[config.mk]
export PLATFORM = sky130hd
export DESIGN_NAME = soac_sched
export DESIGN_NICKNAME = d
export VERILOG_FILES = /design/src/soac_pkg.sv /design/src/soac_port_arb.sv /design/src/soac_sched.sv
export SDC_FILE = /design/constraint.sdc
export NUM_CORES = 2
export LEC_CHECK = 0
export ABC_AREA = 1
export BUFFER_PORTS_ARGS = -buffer_cell sky130_fd_sc_hd__buf_2
export CAP_MARGIN = 0
export CELL_PAD_IN_SITES_DETAIL_PLACEMENT = 1
export CELL_PAD_IN_SITES_GLOBAL_PLACEMENT = 1
export CORE_MARGIN = 1
export CORE_UTILIZATION = 40
export DETAILED_ROUTE_END_ITERATION = 8
export PLACE_DENSITY = 0.81
export RECOVER_POWER = 50
export SLEW_MARGIN = 20
export SYNTH_ARGS = -nofsm -noshare
export SYNTH_HDL_FRONTEND = slang
export SYNTH_SLANG_ARGS = --single-unit
export TNS_END_PERCENT = 5
[constraint.sdc]
create_clock -name clock -period 4.1 [get_ports clock]
set_input_delay 0.82 -clock clock [delete_from_list [all_inputs] [get_ports clock]]
set_output_delay 0.82 -clock clock [all_outputs]
set_load 0.01 [all_outputs]
[src/soac_pkg.sv]
package soac_pkg;

  // Structure sizes.
  localparam int N_SRC     = 3;
  localparam int N_VC      = 2;
  localparam int N_CLS     = 3;
  localparam int SRC_LOCAL = 2;
  localparam int PHASES    = 128;
  localparam int CRED_W    = 8;

  // Register byte offsets.
  localparam logic [7:0] OFF_CTRL   = 8'h00;
  localparam logic [7:0] OFF_TCMAP  = 8'h04;
  localparam logic [7:0] OFF_PHASE  = 8'h08;
  localparam logic [7:0] OFF_VCW    = 8'h0C;
  localparam logic [7:0] OFF_STATUS = 8'h10;

  // Field positions.
  localparam int CTRL_PARB_LSB = 0;
  localparam int CTRL_VARB_LSB = 2;
  localparam int CTRL_ACS_LSB  = 4;
  localparam int PHASE_VC_BIT  = 8;
  localparam int PHASE_SRC_LSB = 16;
  localparam int VCW_W1_LSB    = 4;
  localparam int STAT_CNT_LSB  = 16;

  // Reset values.
  localparam logic [7:0] CTRL_RST  = 8'h00;
  localparam logic [7:0] TCMAP_RST = 8'h00;
  localparam logic [7:0] VCW_RST   = 8'h11;

  // Timing.
  localparam int CLK_MHZ        = 100;
  localparam int FC_REFRESH_US  = 30;
  localparam int FC_REFRESH_CYC = FC_REFRESH_US * CLK_MHZ;

  // AXI responses.
  localparam logic [1:0] RESP_OKAY   = 2'h0;
  localparam logic [1:0] RESP_SLVERR = 2'h2;

  typedef enum logic [1:0] {PARB_RR, PARB_WRR, PARB_TWRR} soac_parb_type;
  typedef enum logic [1:0] {VARB_STRICT, VARB_RR, VARB_WRR} soac_varb_type;
  typedef enum logic [1:0] {CL_POSTED, CL_NONPOSTED, CL_CPL} soac_class_type;

  // Head-of-queue descriptor offered by one ingress queue.
  typedef struct packed {
    logic       valid;
    logic       ro;
    logic       wcpl;
    logic       p2p;
    logic       acs_ok;
    logic [2:0] tc;
    logic [7:0] seq;
  } soac_head_type;

  // Descriptor handed to the transmit stage.
  typedef struct packed {
    logic [1:0]     src;
    logic           vc;
    soac_class_type cls;
    logic [2:0]     tc;
    logic           ro;
    logic           redirect;
    logic [7:0]     seq;
  } soac_tx_type;

endpackage

[src/soac_port_arb.sv]
`timescale 1ns/1ps
module soac_port_arb
  import soac_pkg::*;
(
  // Clock and reset.
  input  wire logic               clock,
  input  wire logic               reset_n,
  // Requests and mode.
  input  wire logic [N_SRC-1:0]   req,
  input  wire soac_parb_type      mode,
  // Phase table write.
  input  wire logic               tbl_we,
  input  wire logic [6:0]         tbl_idx,
  input  wire logic [1:0]         tbl_src,
  // Grant.
  input  wire logic               take,
  output logic                    gnt_any,
  output logic [1:0]              gnt_src
);

  logic [1:0] table_r [PHASES];
  logic [6:0] phase_r;
  logic [1:0] last_r;

  // Round robin search order starting after the last winner.
  wire [1:0] c1 = (last_r == 2'(N_SRC - 1)) ? 2'h0 : 2'(last_r + 2'h1);
  wire [1:0] c2 = (c1 == 2'(N_SRC - 1)) ? 2'h0 : 2'(c1 + 2'h1);
  wire [1:0] rr_src = req[c1] ? c1 : (req[c2] ? c2 : last_r);
  wire       rr_any = |req;
  wire [1:0] slot = table_r[phase_r];
  wire       slot_hit = (slot < 2'(N_SRC)) && req[slot];

  // Scheme selection; unknown codes fall back to round robin.
  always_comb begin
    case (mode)
      PARB_WRR: begin
        gnt_any = rr_any; // RULE8
        gnt_src = slot_hit ? slot : rr_src;
      end
      PARB_TWRR: begin
        gnt_any = slot_hit; // RULE8
        gnt_src = slot;
      end
      default: begin
        gnt_any = rr_any;
        gnt_src = rr_src;
      end
    endcase
  end

  // Phase table resets to a plain rotation over the sources.
  always_ff @(posedge clock or negedge reset_n) begin
    if (!reset_n) begin
      for (int i = 0; i < PHASES; i++) begin
        table_r[i] <= 2'(i % N_SRC); // RULE21
      end
    end else if (tbl_we) begin
      table_r[tbl_idx] <= tbl_src;
    end
  end

  // Phase advances per grant in weighted mode, per slot in timed mode.
  always_ff @(posedge clock or negedge reset_n) begin
    if (!reset_n) begin
      phase_r <= 7'h00;
      last_r  <= 2'(N_SRC - 1);
    end else begin
      if (take) begin
        last_r <= gnt_src;
      end
      if ((mode == PARB_TWRR) || (take && mode == PARB_WRR)) begin
        phase_r <= 7'(phase_r + 7'h01);
      end
    end
  end

  AST_TWRR_SLOT: assert property (@(posedge clock) disable iff (!reset_n) // RULE8
    (mode == PARB_TWRR) |=> (phase_r == 7'($past(phase_r) + 7'h01)))
    else $error("Timed arbitration phase did not advance every cycle.");

endmodule // soac_port_arb

[src/soac_sched.sv]
// Added by the designer: the address map and the AXI4-Lite interface to the registers.
`timescale 1ns/1ps
// What this block does
// [RULE1] Ordering checks compare only packets of the same traffic class.
// [RULE2] Channel 0 and channel 1 queues never block each other.
// [RULE3] Posted requests leave each queue in arrival order.
// [RULE4] Non-posted requests wait behind older posted requests.
// [RULE5] Completions without relaxed ordering wait behind older posted data.
// [RULE6] Write completions may pass older posted requests.
// [RULE7] Posted may pass others; a fairness toggle shares posted and rest.
// [RULE8] Port arbiter offers round robin, weighted and timed 128-phase.
// [RULE9] Two independent port arbiters, one per virtual channel.
// [RULE10] Local completions compete only in channel 0 arbitration.
// [RULE11] Channel arbitration is strict, round robin or weighted.
// [RULE12] Nothing is sent without partner credit for it.
// [RULE13] Freed receive credits per class are reported once they change.
// [RULE14] Credit report repeats every 30 us when nothing changed.
// [RULE15] Partner credits are captured and gate all sources.
// [RULE16] Transmit stage takes packets from the channel arbiter output.
// [RULE17] With access control on, peer packets follow its verdict.
// [RULE18] Class to channel map resets with every class on channel 0.
// [RULE19] Non-posted requests only use channel 0.
// [RULE20] Low channel-1 enable folds all traffic onto channel 0.
// [RULE21] Permitted passing keeps arrival order; weights reset to even.
module soac_sched
  import soac_pkg::*;
(
  // Clock and reset.
  input  wire logic                                  clock,
  input  wire logic                                  reset_n,
  // AXI4-Lite register slave.
  input  wire logic                                  s_axi_awvalid,
  output logic                                       s_axi_awready,
  input  wire logic [7:0]                            s_axi_awaddr,
  input  wire logic                                  s_axi_wvalid,
  output logic                                       s_axi_wready,
  input  wire logic [31:0]                           s_axi_wdata,
  input  wire logic [3:0]                            s_axi_wstrb,
  output logic                                       s_axi_bvalid,
  input  wire logic                                  s_axi_bready,
  output logic [1:0]                                 s_axi_bresp,
  input  wire logic                                  s_axi_arvalid,
  output logic                                       s_axi_arready,
  input  wire logic [7:0]                            s_axi_araddr,
  output logic                                       s_axi_rvalid,
  input  wire logic                                  s_axi_rready,
  output logic [31:0]                                s_axi_rdata,
  output logic [1:0]                                 s_axi_rresp,
  // Ingress queue heads.
  input  wire soac_head_type [N_SRC-1:0][N_VC-1:0]   p_head,
  input  wire soac_head_type [N_SRC-1:0]             np_head,
  input  wire soac_head_type [N_SRC-1:0][N_VC-1:0]   c_head,
  // Partner credit advertisement from the link layer.
  input  wire logic                                  link_cred_valid,
  input  wire logic [N_VC-1:0][N_CLS-1:0][CRED_W-1:0] link_cred,
  // Transmit stage.
  output logic                                       tx_valid,
  input  wire logic                                  tx_ready,
  output soac_tx_type                                tx_desc,
  output logic                                       tx_pop,
  // Receive credit reporting.
  input  wire logic [N_VC-1:0][N_CLS-1:0]            rx_free,
  output logic                                       fc_valid,
  output logic [N_VC-1:0][N_CLS-1:0][CRED_W-1:0]     fc_credits,
  // Receive class mapping.
  input  wire logic [2:0]                            rx_tc,
  input  wire logic                                  rx_np,
  output logic                                       rx_vc,
  // Pin.
  input  wire logic                                  second_channel_enable
);

  logic [7:0]  ctrl_r;
  logic [7:0]  tcmap_r;
  logic [7:0]  vcw_r;
  logic [15:0] tx_cnt_r;
  logic        vc1_meta_r;
  logic        second_channel_enable_r;
  logic        awready_r, wready_r, bvalid_r, arready_r, rvalid_r;
  logic        aw_hold_r, w_hold_r;
  logic [7:0]  awaddr_r;
  logic [31:0] wdata_r;
  logic        wstrb0_r;
  logic [1:0]  bresp_r, rresp_r;
  logic [31:0] rdata_r;
  logic [N_VC-1:0][N_CLS-1:0][CRED_W-1:0] lim_r, used_r, rx_cnt_r, rep_r;
  logic [N_VC-1:0][N_CLS-1:0]             cred_ok;
  logic [N_SRC-1:0][N_VC-1:0]             fair_r;
  logic [N_VC-1:0][N_SRC-1:0]             req;
  soac_class_type                         cls_sel [N_SRC][N_VC];
  logic [N_VC-1:0]                        pa_any;
  logic [1:0]                             pa_src [N_VC];
  logic        vlast_r, vcur_r;
  logic [3:0]  vcnt_r;
  logic        vsel;
  logic        tx_valid_r, tx_pop_r;
  soac_tx_type tx_desc_r;
  logic [11:0] fc_timer_r;
  logic        fc_valid_r;
  logic        rx_vc_r;

  // True when stamp a was taken before stamp b.
  function automatic logic older(input logic [7:0] a, input logic [7:0] b);
    logic [7:0] d;
    d = 8'(b - a);
    return (d != 8'h00) && !d[7];
  endfunction

  // Channel-1 enable pin synchroniser.
  always_ff @(posedge clock or negedge reset_n) begin
    if (!reset_n) begin
      vc1_meta_r <= 1'b0;
      second_channel_enable_r   <= 1'b0;
    end else begin
      vc1_meta_r <= second_channel_enable;
      second_channel_enable_r   <= vc1_meta_r;
    end
  end

  // Register decode.
  wire soac_parb_type parb = soac_parb_type'(ctrl_r[CTRL_PARB_LSB +: 2]);
  wire soac_varb_type varb = soac_varb_type'(ctrl_r[CTRL_VARB_LSB +: 2]);
  wire [2:0] acs_en = ctrl_r[CTRL_ACS_LSB +: 3];
  wire do_write = aw_hold_r & w_hold_r & ~bvalid_r;
  wire wr_ctrl  = awaddr_r == OFF_CTRL;
  wire wr_tcmap = awaddr_r == OFF_TCMAP;
  wire wr_phase = awaddr_r == OFF_PHASE;
  wire wr_vcw   = awaddr_r == OFF_VCW;
  wire wr_hit   = wr_ctrl | wr_tcmap | wr_phase | wr_vcw;
  wire tbl_we   = do_write & wr_phase & wstrb0_r;
  wire phase_vc = wdata_r[PHASE_VC_BIT];
  wire rd_hit   = (s_axi_araddr == OFF_CTRL) | (s_axi_araddr == OFF_TCMAP)
                | (s_axi_araddr == OFF_VCW) | (s_axi_araddr == OFF_STATUS)
                | (s_axi_araddr == OFF_PHASE);
  wire [31:0] rd_mux =
      (s_axi_araddr == OFF_CTRL)   ? {24'h000000, ctrl_r} :
      (s_axi_araddr == OFF_TCMAP)  ? {24'h000000, tcmap_r} :
      (s_axi_araddr == OFF_VCW)    ? {24'h000000, vcw_r} :
      (s_axi_araddr == OFF_STATUS) ? {tx_cnt_r, 14'h0000, tx_valid_r,
                                      second_channel_enable_r} : 32'h00000000;

  // AXI4-Lite write channel; address and data may come in either order.
  always_ff @(posedge clock or negedge reset_n) begin
    if (!reset_n) begin
      awready_r <= 1'b1;
      wready_r  <= 1'b1;
      aw_hold_r <= 1'b0;
      w_hold_r  <= 1'b0;
      awaddr_r  <= 8'h00;
      wdata_r   <= 32'h00000000;
      wstrb0_r  <= 1'b0;
      bvalid_r  <= 1'b0;
      bresp_r   <= RESP_OKAY;
    end else begin
      if (s_axi_awvalid && awready_r) begin
        awaddr_r  <= {s_axi_awaddr[7:2], 2'b00};
        aw_hold_r <= 1'b1;
        awready_r <= 1'b0;
      end
      if (s_axi_wvalid && wready_r) begin
        wdata_r  <= s_axi_wdata;
        wstrb0_r <= s_axi_wstrb[0];
        w_hold_r <= 1'b1;
        wready_r <= 1'b0;
      end
      if (do_write) begin
        bvalid_r <= 1'b1;
        bresp_r  <= wr_hit ? RESP_OKAY : RESP_SLVERR;
      end
      if (bvalid_r && s_axi_bready) begin
        bvalid_r  <= 1'b0;
        aw_hold_r <= 1'b0;
        w_hold_r  <= 1'b0;
        awready_r <= 1'b1;
        wready_r  <= 1'b1;
      end
    end
  end

  // Software registers; the class map resets with all classes on channel 0.
  always_ff @(posedge clock or negedge reset_n) begin
    if (!reset_n) begin
      ctrl_r  <= CTRL_RST;
      tcmap_r <= TCMAP_RST; // RULE18
      vcw_r   <= VCW_RST; // RULE21
    end else if (do_write && wstrb0_r) begin
      if (wr_ctrl) ctrl_r <= wdata_r[7:0];
      if (wr_tcmap) tcmap_r <= wdata_r[7:0];
      if (wr_vcw) vcw_r <= wdata_r[7:0];
    end
  end

  // AXI4-Lite read channel.
  always_ff @(posedge clock or negedge reset_n) begin
    if (!reset_n) begin
      arready_r <= 1'b1;
      rvalid_r  <= 1'b0;
      rdata_r   <= 32'h00000000;
      rresp_r   <= RESP_OKAY;
    end else if (s_axi_arvalid && arready_r) begin
      arready_r <= 1'b0;
      rvalid_r  <= 1'b1;
      rdata_r   <= rd_mux;
      rresp_r   <= rd_hit ? RESP_OKAY : RESP_SLVERR;
    end else if (rvalid_r && s_axi_rready) begin
      rvalid_r  <= 1'b0;
      arready_r <= 1'b1;
    end
  end

  // Credit headroom per channel and class.
  for (genvar gv = 0; gv < N_VC; gv++) begin : g_cred
    for (genvar gc = 0; gc < N_CLS; gc++) begin : g_cls
      assign cred_ok[gv][gc] = (lim_r[gv][gc] != used_r[gv][gc]); // RULE12
    end
  end

  // Per-queue eligibility and class choice.
  for (genvar gs = 0; gs < N_SRC; gs++) begin : g_src
    for (genvar gv = 0; gv < N_VC; gv++) begin : g_vc
      soac_head_type ph, ch, nh;
      logic p_ok, np_blk, np_ok, c_blk, c_ok, o_ok, lane_on;
      assign ph = p_head[gs][gv];
      assign ch = c_head[gs][gv];
      assign nh = (gv == 0) ? np_head[gs] : '0; // RULE19
      assign p_ok = ph.valid & cred_ok[gv][CL_POSTED]; // RULE3 RULE7
      assign np_blk = ph.valid & (ph.tc == nh.tc) // RULE1
                    & older(ph.seq, nh.seq); // RULE4
      assign np_ok = nh.valid & ~np_blk & cred_ok[gv][CL_NONPOSTED];
      assign c_blk = ph.valid & (ph.tc == ch.tc) & older(ph.seq, ch.seq)
                   & ~ch.ro & ~ch.wcpl; // RULE5 RULE6
      assign c_ok = ch.valid & ~c_blk & cred_ok[gv][CL_CPL];
      assign o_ok = np_ok | c_ok;
      assign cls_sel[gs][gv] = (p_ok & (~fair_r[gs][gv] | ~o_ok)) ? CL_POSTED
                             : (np_ok ? CL_NONPOSTED : CL_CPL); // RULE7
      assign lane_on = (gv == 0) | (second_channel_enable_r & (gs != SRC_LOCAL)); // RULE10 RULE20
      assign req[gv][gs] = (p_ok | o_ok) & lane_on; // RULE2
    end
  end

  // Channel arbitration and grant.
  wire fire = ~tx_valid_r & (|pa_any);
  wire [3:0] w_cur = vcur_r ? vcw_r[VCW_W1_LSB +: 4] : vcw_r[3:0];
  always_comb begin
    case (varb)
      VARB_RR:  vsel = (&pa_any) ? ~vlast_r : pa_any[1]; // RULE11
      VARB_WRR: vsel = (&pa_any) ? vcur_r : pa_any[1]; // RULE11
      default:  vsel = pa_any[1]; // RULE11
    endcase
  end
  wire [1:0] sel_src = pa_src[vsel];
  wire soac_class_type sel_cls = cls_sel[sel_src][vsel];
  wire soac_head_type sel_head =
      (sel_cls == CL_POSTED)    ? p_head[sel_src][vsel] :
      (sel_cls == CL_NONPOSTED) ? np_head[sel_src] : c_head[sel_src][vsel];
  wire redirect = acs_en[sel_src] & sel_head.p2p & ~sel_head.acs_ok;

  // One port arbiter per channel.
  for (genvar gv = 0; gv < N_VC; gv++) begin : g_parb
    soac_port_arb u_arb (
      .clock   (clock),
      .reset_n (reset_n),
      .req     (req[gv]),
      .mode    (parb),
      .tbl_we  (tbl_we & (phase_vc == 1'(gv))),
      .tbl_idx (wdata_r[6:0]),
      .tbl_src (wdata_r[PHASE_SRC_LSB +: 2]),
      .take    (fire & (vsel == 1'(gv))),
      .gnt_any (pa_any[gv]),
      .gnt_src (pa_src[gv])
    ); // RULE9
  end

  // Channel arbiter history.
  always_ff @(posedge clock or negedge reset_n) begin
    if (!reset_n) begin
      vlast_r <= 1'b1;
      vcur_r  <= 1'b0;
      vcnt_r  <= 4'h0;
    end else if (fire) begin
      vlast_r <= vsel;
      if (vsel == vcur_r) begin
        if (4'(vcnt_r + 4'h1) >= w_cur) begin
          vcur_r <= ~vcur_r;
          vcnt_r <= 4'h0;
        end else begin
          vcnt_r <= 4'(vcnt_r + 4'h1);
        end
      end
    end
  end

  // Transmit slot: one packet at a time, popped from its queue on grant.
  always_ff @(posedge clock or negedge reset_n) begin
    if (!reset_n) begin
      tx_valid_r <= 1'b0;
      tx_pop_r   <= 1'b0;
      tx_desc_r  <= '0;
      tx_cnt_r   <= 16'h0000;
      fair_r     <= '0;
    end else begin
      tx_pop_r <= fire;
      if (fire) begin
        tx_valid_r <= 1'b1; // RULE16
        tx_desc_r  <= '{src: sel_src, vc: vsel, cls: sel_cls,
                        tc: sel_head.tc, ro: sel_head.ro,
                        redirect: redirect, seq: sel_head.seq}; // RULE17
        fair_r[sel_src][vsel] <= (sel_cls == CL_POSTED); // RULE7
      end else if (tx_valid_r && tx_ready) begin
        tx_valid_r <= 1'b0;
        tx_cnt_r   <= 16'(tx_cnt_r + 16'h0001);
      end
    end
  end

  // Partner credit capture and consumption.
  always_ff @(posedge clock or negedge reset_n) begin
    if (!reset_n) begin
      lim_r  <= '0;
      used_r <= '0;
    end else begin
      if (link_cred_valid) begin
        lim_r <= link_cred; // RULE15
      end
      if (fire) begin
        used_r[vsel][sel_cls] <= 8'(used_r[vsel][sel_cls] + 8'h01); // RULE12
      end
    end
  end

  // Receive credit counting and reporting.
  wire fc_changed = (rx_cnt_r != rep_r);
  wire fc_due = (fc_timer_r == 12'(FC_REFRESH_CYC - 1));
  always_ff @(posedge clock or negedge reset_n) begin
    if (!reset_n) begin
      rx_cnt_r   <= '0;
      rep_r      <= '0;
      fc_timer_r <= 12'h000;
      fc_valid_r <= 1'b0;
    end else begin
      for (int v = 0; v < N_VC; v++) begin
        for (int c = 0; c < N_CLS; c++) begin
          if (rx_free[v][c]) begin
            rx_cnt_r[v][c] <= 8'(rx_cnt_r[v][c] + 8'h01); // RULE13
          end
        end
      end
      fc_valid_r <= fc_changed | fc_due; // RULE13 RULE14
      if (fc_changed || fc_due) begin
        rep_r      <= rx_cnt_r;
        fc_timer_r <= 12'h000;
      end else begin
        fc_timer_r <= 12'(fc_timer_r + 12'h001);
      end
    end
  end

  // Receive class-to-channel mapping.
  always_ff @(posedge clock or negedge reset_n) begin
    if (!reset_n) begin
      rx_vc_r <= 1'b0;
    end else begin
      rx_vc_r <= second_channel_enable_r & ~rx_np & tcmap_r[rx_tc]; // RULE18 RULE19 RULE20
    end
  end

  // Outputs.
  assign s_axi_awready = awready_r;
  assign s_axi_wready  = wready_r;
  assign s_axi_bvalid  = bvalid_r;
  assign s_axi_bresp   = bresp_r;
  assign s_axi_arready = arready_r;
  assign s_axi_rvalid  = rvalid_r;
  assign s_axi_rdata   = rdata_r;
  assign s_axi_rresp   = rresp_r;
  assign tx_valid      = tx_valid_r;
  assign tx_desc       = tx_desc_r;
  assign tx_pop        = tx_pop_r;
  assign fc_valid      = fc_valid_r;
  assign fc_credits    = rep_r;
  assign rx_vc         = rx_vc_r;

  AST_NP_BEHIND_P: assert property (@(posedge clock) disable iff (!reset_n) // RULE4
    (fire && sel_cls == CL_NONPOSTED) |-> !(p_head[sel_src][0].valid &&
      p_head[sel_src][0].tc == sel_head.tc &&
      older(p_head[sel_src][0].seq, sel_head.seq)))
    else $error("Non-posted request passed an older posted request.");
  AST_CPL_BEHIND_P: assert property (@(posedge clock) disable iff (!reset_n) // RULE5
    (fire && sel_cls == CL_CPL && !sel_head.ro && !sel_head.wcpl) |->
      !(p_head[sel_src][vsel].valid &&
        p_head[sel_src][vsel].tc == sel_head.tc &&
        older(p_head[sel_src][vsel].seq, sel_head.seq)))
    else $error("Ordered completion passed older posted data.");
  AST_CREDIT_GATE: assert property (@(posedge clock) disable iff (!reset_n) // RULE12
    fire |-> (lim_r[vsel][sel_cls] != used_r[vsel][sel_cls]))
    else $error("Packet granted without partner credit.");
  AST_NP_ON_VC0: assert property (@(posedge clock) disable iff (!reset_n) // RULE19
    tx_pop_r && tx_desc_r.cls == CL_NONPOSTED |-> !tx_desc_r.vc)
    else $error("Non-posted request sent on channel 1.");
  AST_VC1_OFF: assert property (@(posedge clock) disable iff (!reset_n) // RULE20
    (!second_channel_enable_r && fire) |-> !vsel ##1 !rx_vc_r)
    else $error("Channel 1 used while disabled.");
  AST_LOCAL_VC0: assert property (@(posedge clock) disable iff (!reset_n) // RULE10
    (tx_pop_r && tx_desc_r.src == 2'(SRC_LOCAL)) |-> !tx_desc_r.vc)
    else $error("Local packet arbitrated on channel 1.");
  AST_STRICT: assert property (@(posedge clock) disable iff (!reset_n) // RULE11
    (fire && varb == VARB_STRICT && pa_any[1]) |=> (tx_desc_r.vc))
    else $error("Strict priority did not favour channel 1.");
  AST_FC_REFRESH: assert property (@(posedge clock) disable iff (!reset_n) // RULE14
    (fc_timer_r == 12'(FC_REFRESH_CYC - 1)) |=> fc_valid_r && fc_timer_r == 0)
    else $error("Credit refresh not sent on time.");
  AST_TX_HOLD: assert property (@(posedge clock) disable iff (!reset_n) // RULE16
    (tx_valid_r && !tx_ready) |=> tx_valid_r && $stable(tx_desc_r) && !tx_pop_r)
    else $error("Transmit descriptor changed while stalled.");

endmodule // soac_sched

# ---- After elaboration in Yosys (flattened, before gate mapping)
# Cells that the tools add are included.
dict set report word_totals {
  inputBits 360
  ff_bits 870
  out_inout_bits 111
}
dict set report op_classes {
  magnitude_cmp 22
  muxes 112
  n_eq_ne 33
  reduce_logical 63
  n_bitwise 144
  n_addsub 25
}
# op n
set op_table {}
lappend op_table {{$bwmux W256} 2}
lappend op_table {{$bmux W32 S2} 2}
lappend op_table {{$mux W32} 4}
lappend op_table {{$mux W15} 7}
lappend op_table {{$and A1 B1 Y1} 75}
lappend op_table {{$mux W24} 3}
lappend op_table {{$reduce_bool A8 Y1} 9}
lappend op_table {{$sub A8 B8 Y8} 9}
lappend op_table {{$mux W2} 33}
lappend op_table {{$mux W31} 2}
lappend op_table {{$add A8 B1 Y8 const B} 7}
lappend op_table {{$bwmux W48} 1}
lappend op_table {{$ne A48 B48 Y1} 1}
lappend op_table {{$not A1 Y1} 42}
lappend op_table {{$ne A8 B8 Y1} 5}
lappend op_table {{$bmux W16 S2} 1}
lappend op_table {{$mux W1} 29}
lappend op_table {{$bmux W2 S7} 2}
lappend op_table {{$eq A3 B3 Y1} 9}
lappend op_table {{$demux W24 S1} 1}
lappend op_table {{$ge A8 B8 Y1 const B} 3}
lappend op_table {{$logic_and A1 B1 Y1} 24}
lappend op_table {{$lt A2 B3 Y1 const B} 8}
lappend op_table {{$not A7 Y8} 3}
lappend op_table {{other kinds (49)} 117}

# ---- Logic depth before layout (Yosys ltp)
dict set report depth {
  depth_word 36
  ltp_mapped 43
}

# ---- By module
# Synthesis repeated with hierarchy kept, for this count alone.
dict set report hier_totals {
  hier_cells 5956
  hier_area_um2 45777.7
}
# mod area_each_um2 seq_area_each_um2 cells_per_inst n_inst
set by_module_without_submodules {}
lappend by_module_without_submodules {soac_sched 19756.4 7890.1 2532 1}
lappend by_module_without_submodules {{soac_port_arb (g_parb[1].u_arb)} 13012.5 6739.0 1717 1}
lappend by_module_without_submodules {{soac_port_arb (g_parb[0].u_arb)} 13008.7 6739.0 1707 1}

# ---- Worst setup path before layout
# OpenSTA, ideal clock, no wires.
dict set report synth_path {
  kind {input port to flip-flop}
  from {in np_head[16] in the netlist's numbering}
  to {reg used_r[46] in the netlist's numbering}
  setup_slack_ns -0.507
  setup_time_ns 0.131
  arrival_time_ns 4.476
  stages 40
  required_ns 3.969
  cell_sequence {inv_1 ha_1 fa_1 nand3b_1 nand2_1 nand2_1 nand2_1 nand2_1 nand2_1 nand3_1 nand2_1 nand2_1 nand3_1 nand2_1 nand2_1 nand3_2 nand2_1 nand3_1 [... 4 more ...] nand2_2 nand3_2 nand2_2 inv_1 nand2_2 buf_6 nand2_1 nand2_1 nand2_1 nor2_4 ha_1 nand3_1 nor2_4 nand2_1 nand2_1 nand2_1 nand2_1 o21ai_1}
}
dict set report synth_via {
  elab_chain_len 34
  elab_cells_between_ends 61
}
# item line
set synth_lines {}
lappend synth_lines {{start, declared} soac_sched.sv:51} ;# input wire soac_head_type [N_SRC-1:0] np_head,
lappend synth_lines {{$sub A8 B8 Y8 *} soac_sched.sv:105} ;# d = 8'(b - a);
lappend synth_lines {{$reduce_bool A8 Y1 or $logic_not A1 Y1 (tied branches)} soac_sched.sv:106} ;# return (d != 8'h00) && !d[7];
lappend synth_lines {{$logic_and A1 B1 Y1 *} soac_sched.sv:106}
lappend synth_lines {{$and A1 B1 Y1 *} soac_sched.sv:228} ;# & older(ph.seq, nh.seq);
lappend synth_lines {{$not A1 Y1 *} soac_sched.sv:229} ;# assign np_ok = nh.valid & ~np_blk & cred_ok[gv][CL_NONPOSTED];
lappend synth_lines {{$and A1 B1 Y1 * (2 in a row)} soac_sched.sv:229}
lappend synth_lines {{branches (longest 27 deep; another with $bmux W1 S2)} n/a}
lappend synth_lines {{end signal, assigned by index} soac_sched.sv:326} ;# used_r[vsel][sel_cls] <= 8'(used_r[vsel][sel_cls] + 8'h01);
lappend synth_lines {{end, declared} soac_sched.sv:86} ;# logic [N_VC-1:0][N_CLS-1:0][CRED_W-1:0] lim_r, used_r, rx_cnt_r, rep_r;
# Mark *: on every way between the ends. The select of a mux whose other input is x is not followed.
# A chain may end at the register's enable or synchronous reset.

# ---- Worst setup path in the final report
dict set report layout_path {
  from {reg g_parb[1].u_arb.phase_r[0]}
  to {reg used_r[46] in the netlist's numbering}
}
dict set report layout_via {
  elab_chain_len 29
  elab_cells_between_ends 44
}
# item line
set layout_lines {}
lappend layout_lines {{start, declared} soac_port_arb.sv:22} ;# logic [6:0] phase_r;
lappend layout_lines {{start signal, assigned} soac_port_arb.sv:72} ;# phase_r <= 7'(phase_r + 7'h01);
lappend layout_lines {{$not A7 Y8 (not written as such) *} soac_port_arb.sv:30} ;# wire [1:0] slot = table_r[phase_r];
lappend layout_lines {{$bmux W2 S7 *} soac_port_arb.sv:30}
lappend layout_lines {{$mux W2 (not written as such) * (2 in a row)} soac_port_arb.sv:30}
lappend layout_lines {{branches (longest 25 deep; another with $not A2 Y3)} n/a}
# Marked as above.

==> results.toml <==
[outcome]
outcome = "finished, violations left"
violations = "capacitance limit, slew limit, setup timing"

[synth]
synth_area_leaders = "dfrtp_1 37%, nand2_1 15%, dfstp_2 10%"
netlist_instances = 5913
synth.distinct_cells = 60
synth.most_common_cell = "nand2_1"
syn-cell-area_um2 = 45330
ys_seq_area_share_pct = 47.14
synth-main-ff-cell = "dfrtp_1"
yosysTopAreaCellShare_pct = 36.82
ys_seq_elements = 845
synth_edf_count = 0
yosys-top-cells-count = "1833 x nand2_1, 861 x o21ai_0, 667 x dfrtp_1"
yosysTopAreaCell = "dfrtp_1"
ys_warn_count = 0
synth-async-reset-ratio_pct = 100.0
avgSynthCellArea_um2 = 7.666

[flow_run]
cap_violations = 6

[placement]
hpwl_mm = 133.7
placed_area_um2 = 52580
io_buffers = 417
gp_congestion = 1.020

[clock_tree]
cts_root_buf = "clkbuf_16"
cts_tree = "done"
cts.hold.buffers_added = 0
clkLatencyLatePin_ns = 0.72
clkTransAtPathRegs_ns = 0.06
cts_buffer_depth = 3
numCtsBuffers = 96
htree_levels = 3
clock_sinks = 845

[critical_path]
cp_max_fo = 17
crit_path_start = "g_parb[1].u_arb.phase_r[0]"
start_kind = "register"
crit_type = "reg2reg"
crit_arrival_ns = 5.34
crit_path_frequent_cell = "nand2_2"
reg2reg_depth = 32
critical_path_required_ns = 4.69
critical_path.slowest_cell = "dfrtp_4"
end_kind = "register"
r2r_start = "g_parb[1].u_arb.phase_r[0]"
cp_slowest_stage_delay_ns = 0.53

[drt]
ant_nets = 0
drtPass1Iterations = 5
drt_first_iter_violations = 3306
drc = 0
wl_mm = 191.3
routedWlPerCell_um = 23.13
num_vias = 45669
routed_via_density = 5.522

[floorplan]
initial_utilization_pct = 40.35
fp.dieW_um = 338.6
fp.dieH_um = 338.6
num_rows = 123
die_area_um2 = 114700
io_pins = 471
design.core.area_um2 = 112300

[global_routing]
grt_use_total_pct = 32.36
grt_pass1_vias = 48164
grt_antenna_before_repair = 17
grt_pass1_wl_mm = 288.4
grt_max_degree = 113
gr-total-overflow = 0

[sta]
maxSlewViolCount = 308
maxSlewHeadroom_pct = -81.22
post-route-period-util_pct = 115.8
setup_viol = 66
whs_ns = 0.2036
rsz0062_at_grt = "true"
finClkSkew_ns = 0.04178
min_period_ns = 4.749
worst_slew_pin_slew_ns = 2.718
hold_viol = 0
max_clock_freq_ghz = 0.2106
fin_ws_ns = -0.6492

[finish]
fin_area_um2 = 57350
fillCellCount = 13815
syn_to_final_growth_pct = 26.53
nets = 7125
multi_input_area_um2 = 21960
ff_latch_area_um2 = 21380
finalCoreUtilization_pct = 51.05
post_route_cells_drive_above_1_share_pct = 23.01

[hold_path]
worstHoldStart = "second_channel_enable"
holdCritPathClass = "in2reg"
hold_depth = 1

[power_and_ir_drop]
ir_drop_uv = 403.4
power_density_nw_per_um2 = 694.8
power_leakage_nw = 26.60
==> state kept, by name, summed over array words and instances, names as in the netlist, 11 cells and up <==
name / cells
wdata_r: 11
tx_desc: 18
tx_cnt_r: 16
fc_timer_r: 12
g_parb.u_arb.phase_r: 14
lim_r: 40
fc_credits: 48
s_axi_rdata: 24
g_parb.u_arb.table_r: 512
rx_cnt_r: 48
used_r: 40
==> where the power goes <==
| part | switching [mW] | total [mW] | internal [mW] |
|---|---|---|---|
| sequential | 1.24 | 10.7 | 9.44 |
| combinational | 12.6 | 19.9 | 7.33 |
| clock | 3.98 | 9.29 | 5.31 |
==> cell families after synthesis <==
group	after synthesis	share of synthesized area [%]
AO/OA/AOI/OAI	1194	14.07
XOR/XNOR	179	3.475
adder cells (fa/ha/maj)	92	2.689
buffers and inverters	739	6.600
flip-flops	845	47.14
multiplexers	28	0.6901
other	1	0.008273
AND/OR/NAND/NOR	2835	25.33
==> critical path: cells and delay by family, from the launching register on <==
kind,cells,cell delay (ns)
AND/OR/NAND/NOR,22,2.38
adder cells (fa/ha/maj),1,0.16
flip-flops,1,0.53
buffers and inverters,5,0.71
AO/OA/AOI/OAI,4,0.87
==> layer usage <==
metal / vias to the layer above / GRT usage, % / wire (µm)
met5: - / 0 / 13
met1: 22849 / 38.84 / 74500
li1: 20749 / - / -
met4: 2 / 18.49 / 12250
met3: 528 / 4.800 / 10890
met2: 1541 / 55.33 / 93610
==> through the flow <==
step	setup TNS, ns	cells	power [mW]	setup WS, ns
CTS	-14.55	8242	38.40	-0.4255
detailed placement	-71.64	8040	27.92	-1.203
global placement	-55.54	8040	27.40	-0.9891
global route	-42.16	8270	41.55	-0.7978
finish	-22.84	8271	39.85	-0.6492
floorplan	-6.697	5922	19.43	-0.3482
==> what timing repair did <==
item / in CTS / in global routing
pin swaps: 18 / 72
buffers inserted: 13 / 9
endpoints found under the setup margin: 75 / 76
gates cloned: 7 / 6
gates resized for setup: 95 / 174
==> placed cells by master, fill, tap and decap left out, types with 11 or more instances in the layout <==
cell and n:
nor2_2 19, mux2_2 24, xor2_1 100, o21ai_0 835, nand4_1 53, xnor2_1 77
nor3_1 29, nor2_4 20, buf_6 19, clkinv_2 23, nor2_1 527, ha_1 80
a31oi_1 25, clkbuf_8 20, dfstp_2 175, or2_2 18, nand2_2 39, buf_4 440
nand2_1 1781, dfrtp_1 663, nand3_2 40, a21oi_1 94, a21oi_2 11, nand3_1 230
a22oi_1 14, diode_2 14, buf_12 44, clkbuf_16 102, buf_2 415, o21ai_1 64
nand2_4 23, o211ai_1 39, clkbuf_1 32, nand3_4 13, inv_2 16, o22ai_1 50
nand3b_1 16, inv_1 400
==> area by class of cell <==
type                            count  share of cell area [%]
Antenna cell                       14                 0.06109
Inverter                          432                   2.888
Timing Repair Buffer              960                   12.32
Multi-Input combinational cell   4338                   38.30
Clock buffer                      134                   4.787
Tap cell                         1500                   3.272
Sequential cell                   845                   37.28
Clock inverter                     48                   1.100
==> path summary, 6_finish.rpt <==
kind	end	slack, ns
worst max-delay path	used_r[46]	-0.65
worst min-delay path	vc1_meta_r	0.20
worst max register to register	used_r[46]	-0.65
worst min register to register	g_src[0].g_vc[1].lane_on	0.36
max in group asynchronous	g_parb[0].u_arb.phase_r[0]	0.26
min in group asynchronous	fc_credits[23]	0.87
Power figures use the tool's default switching activity.
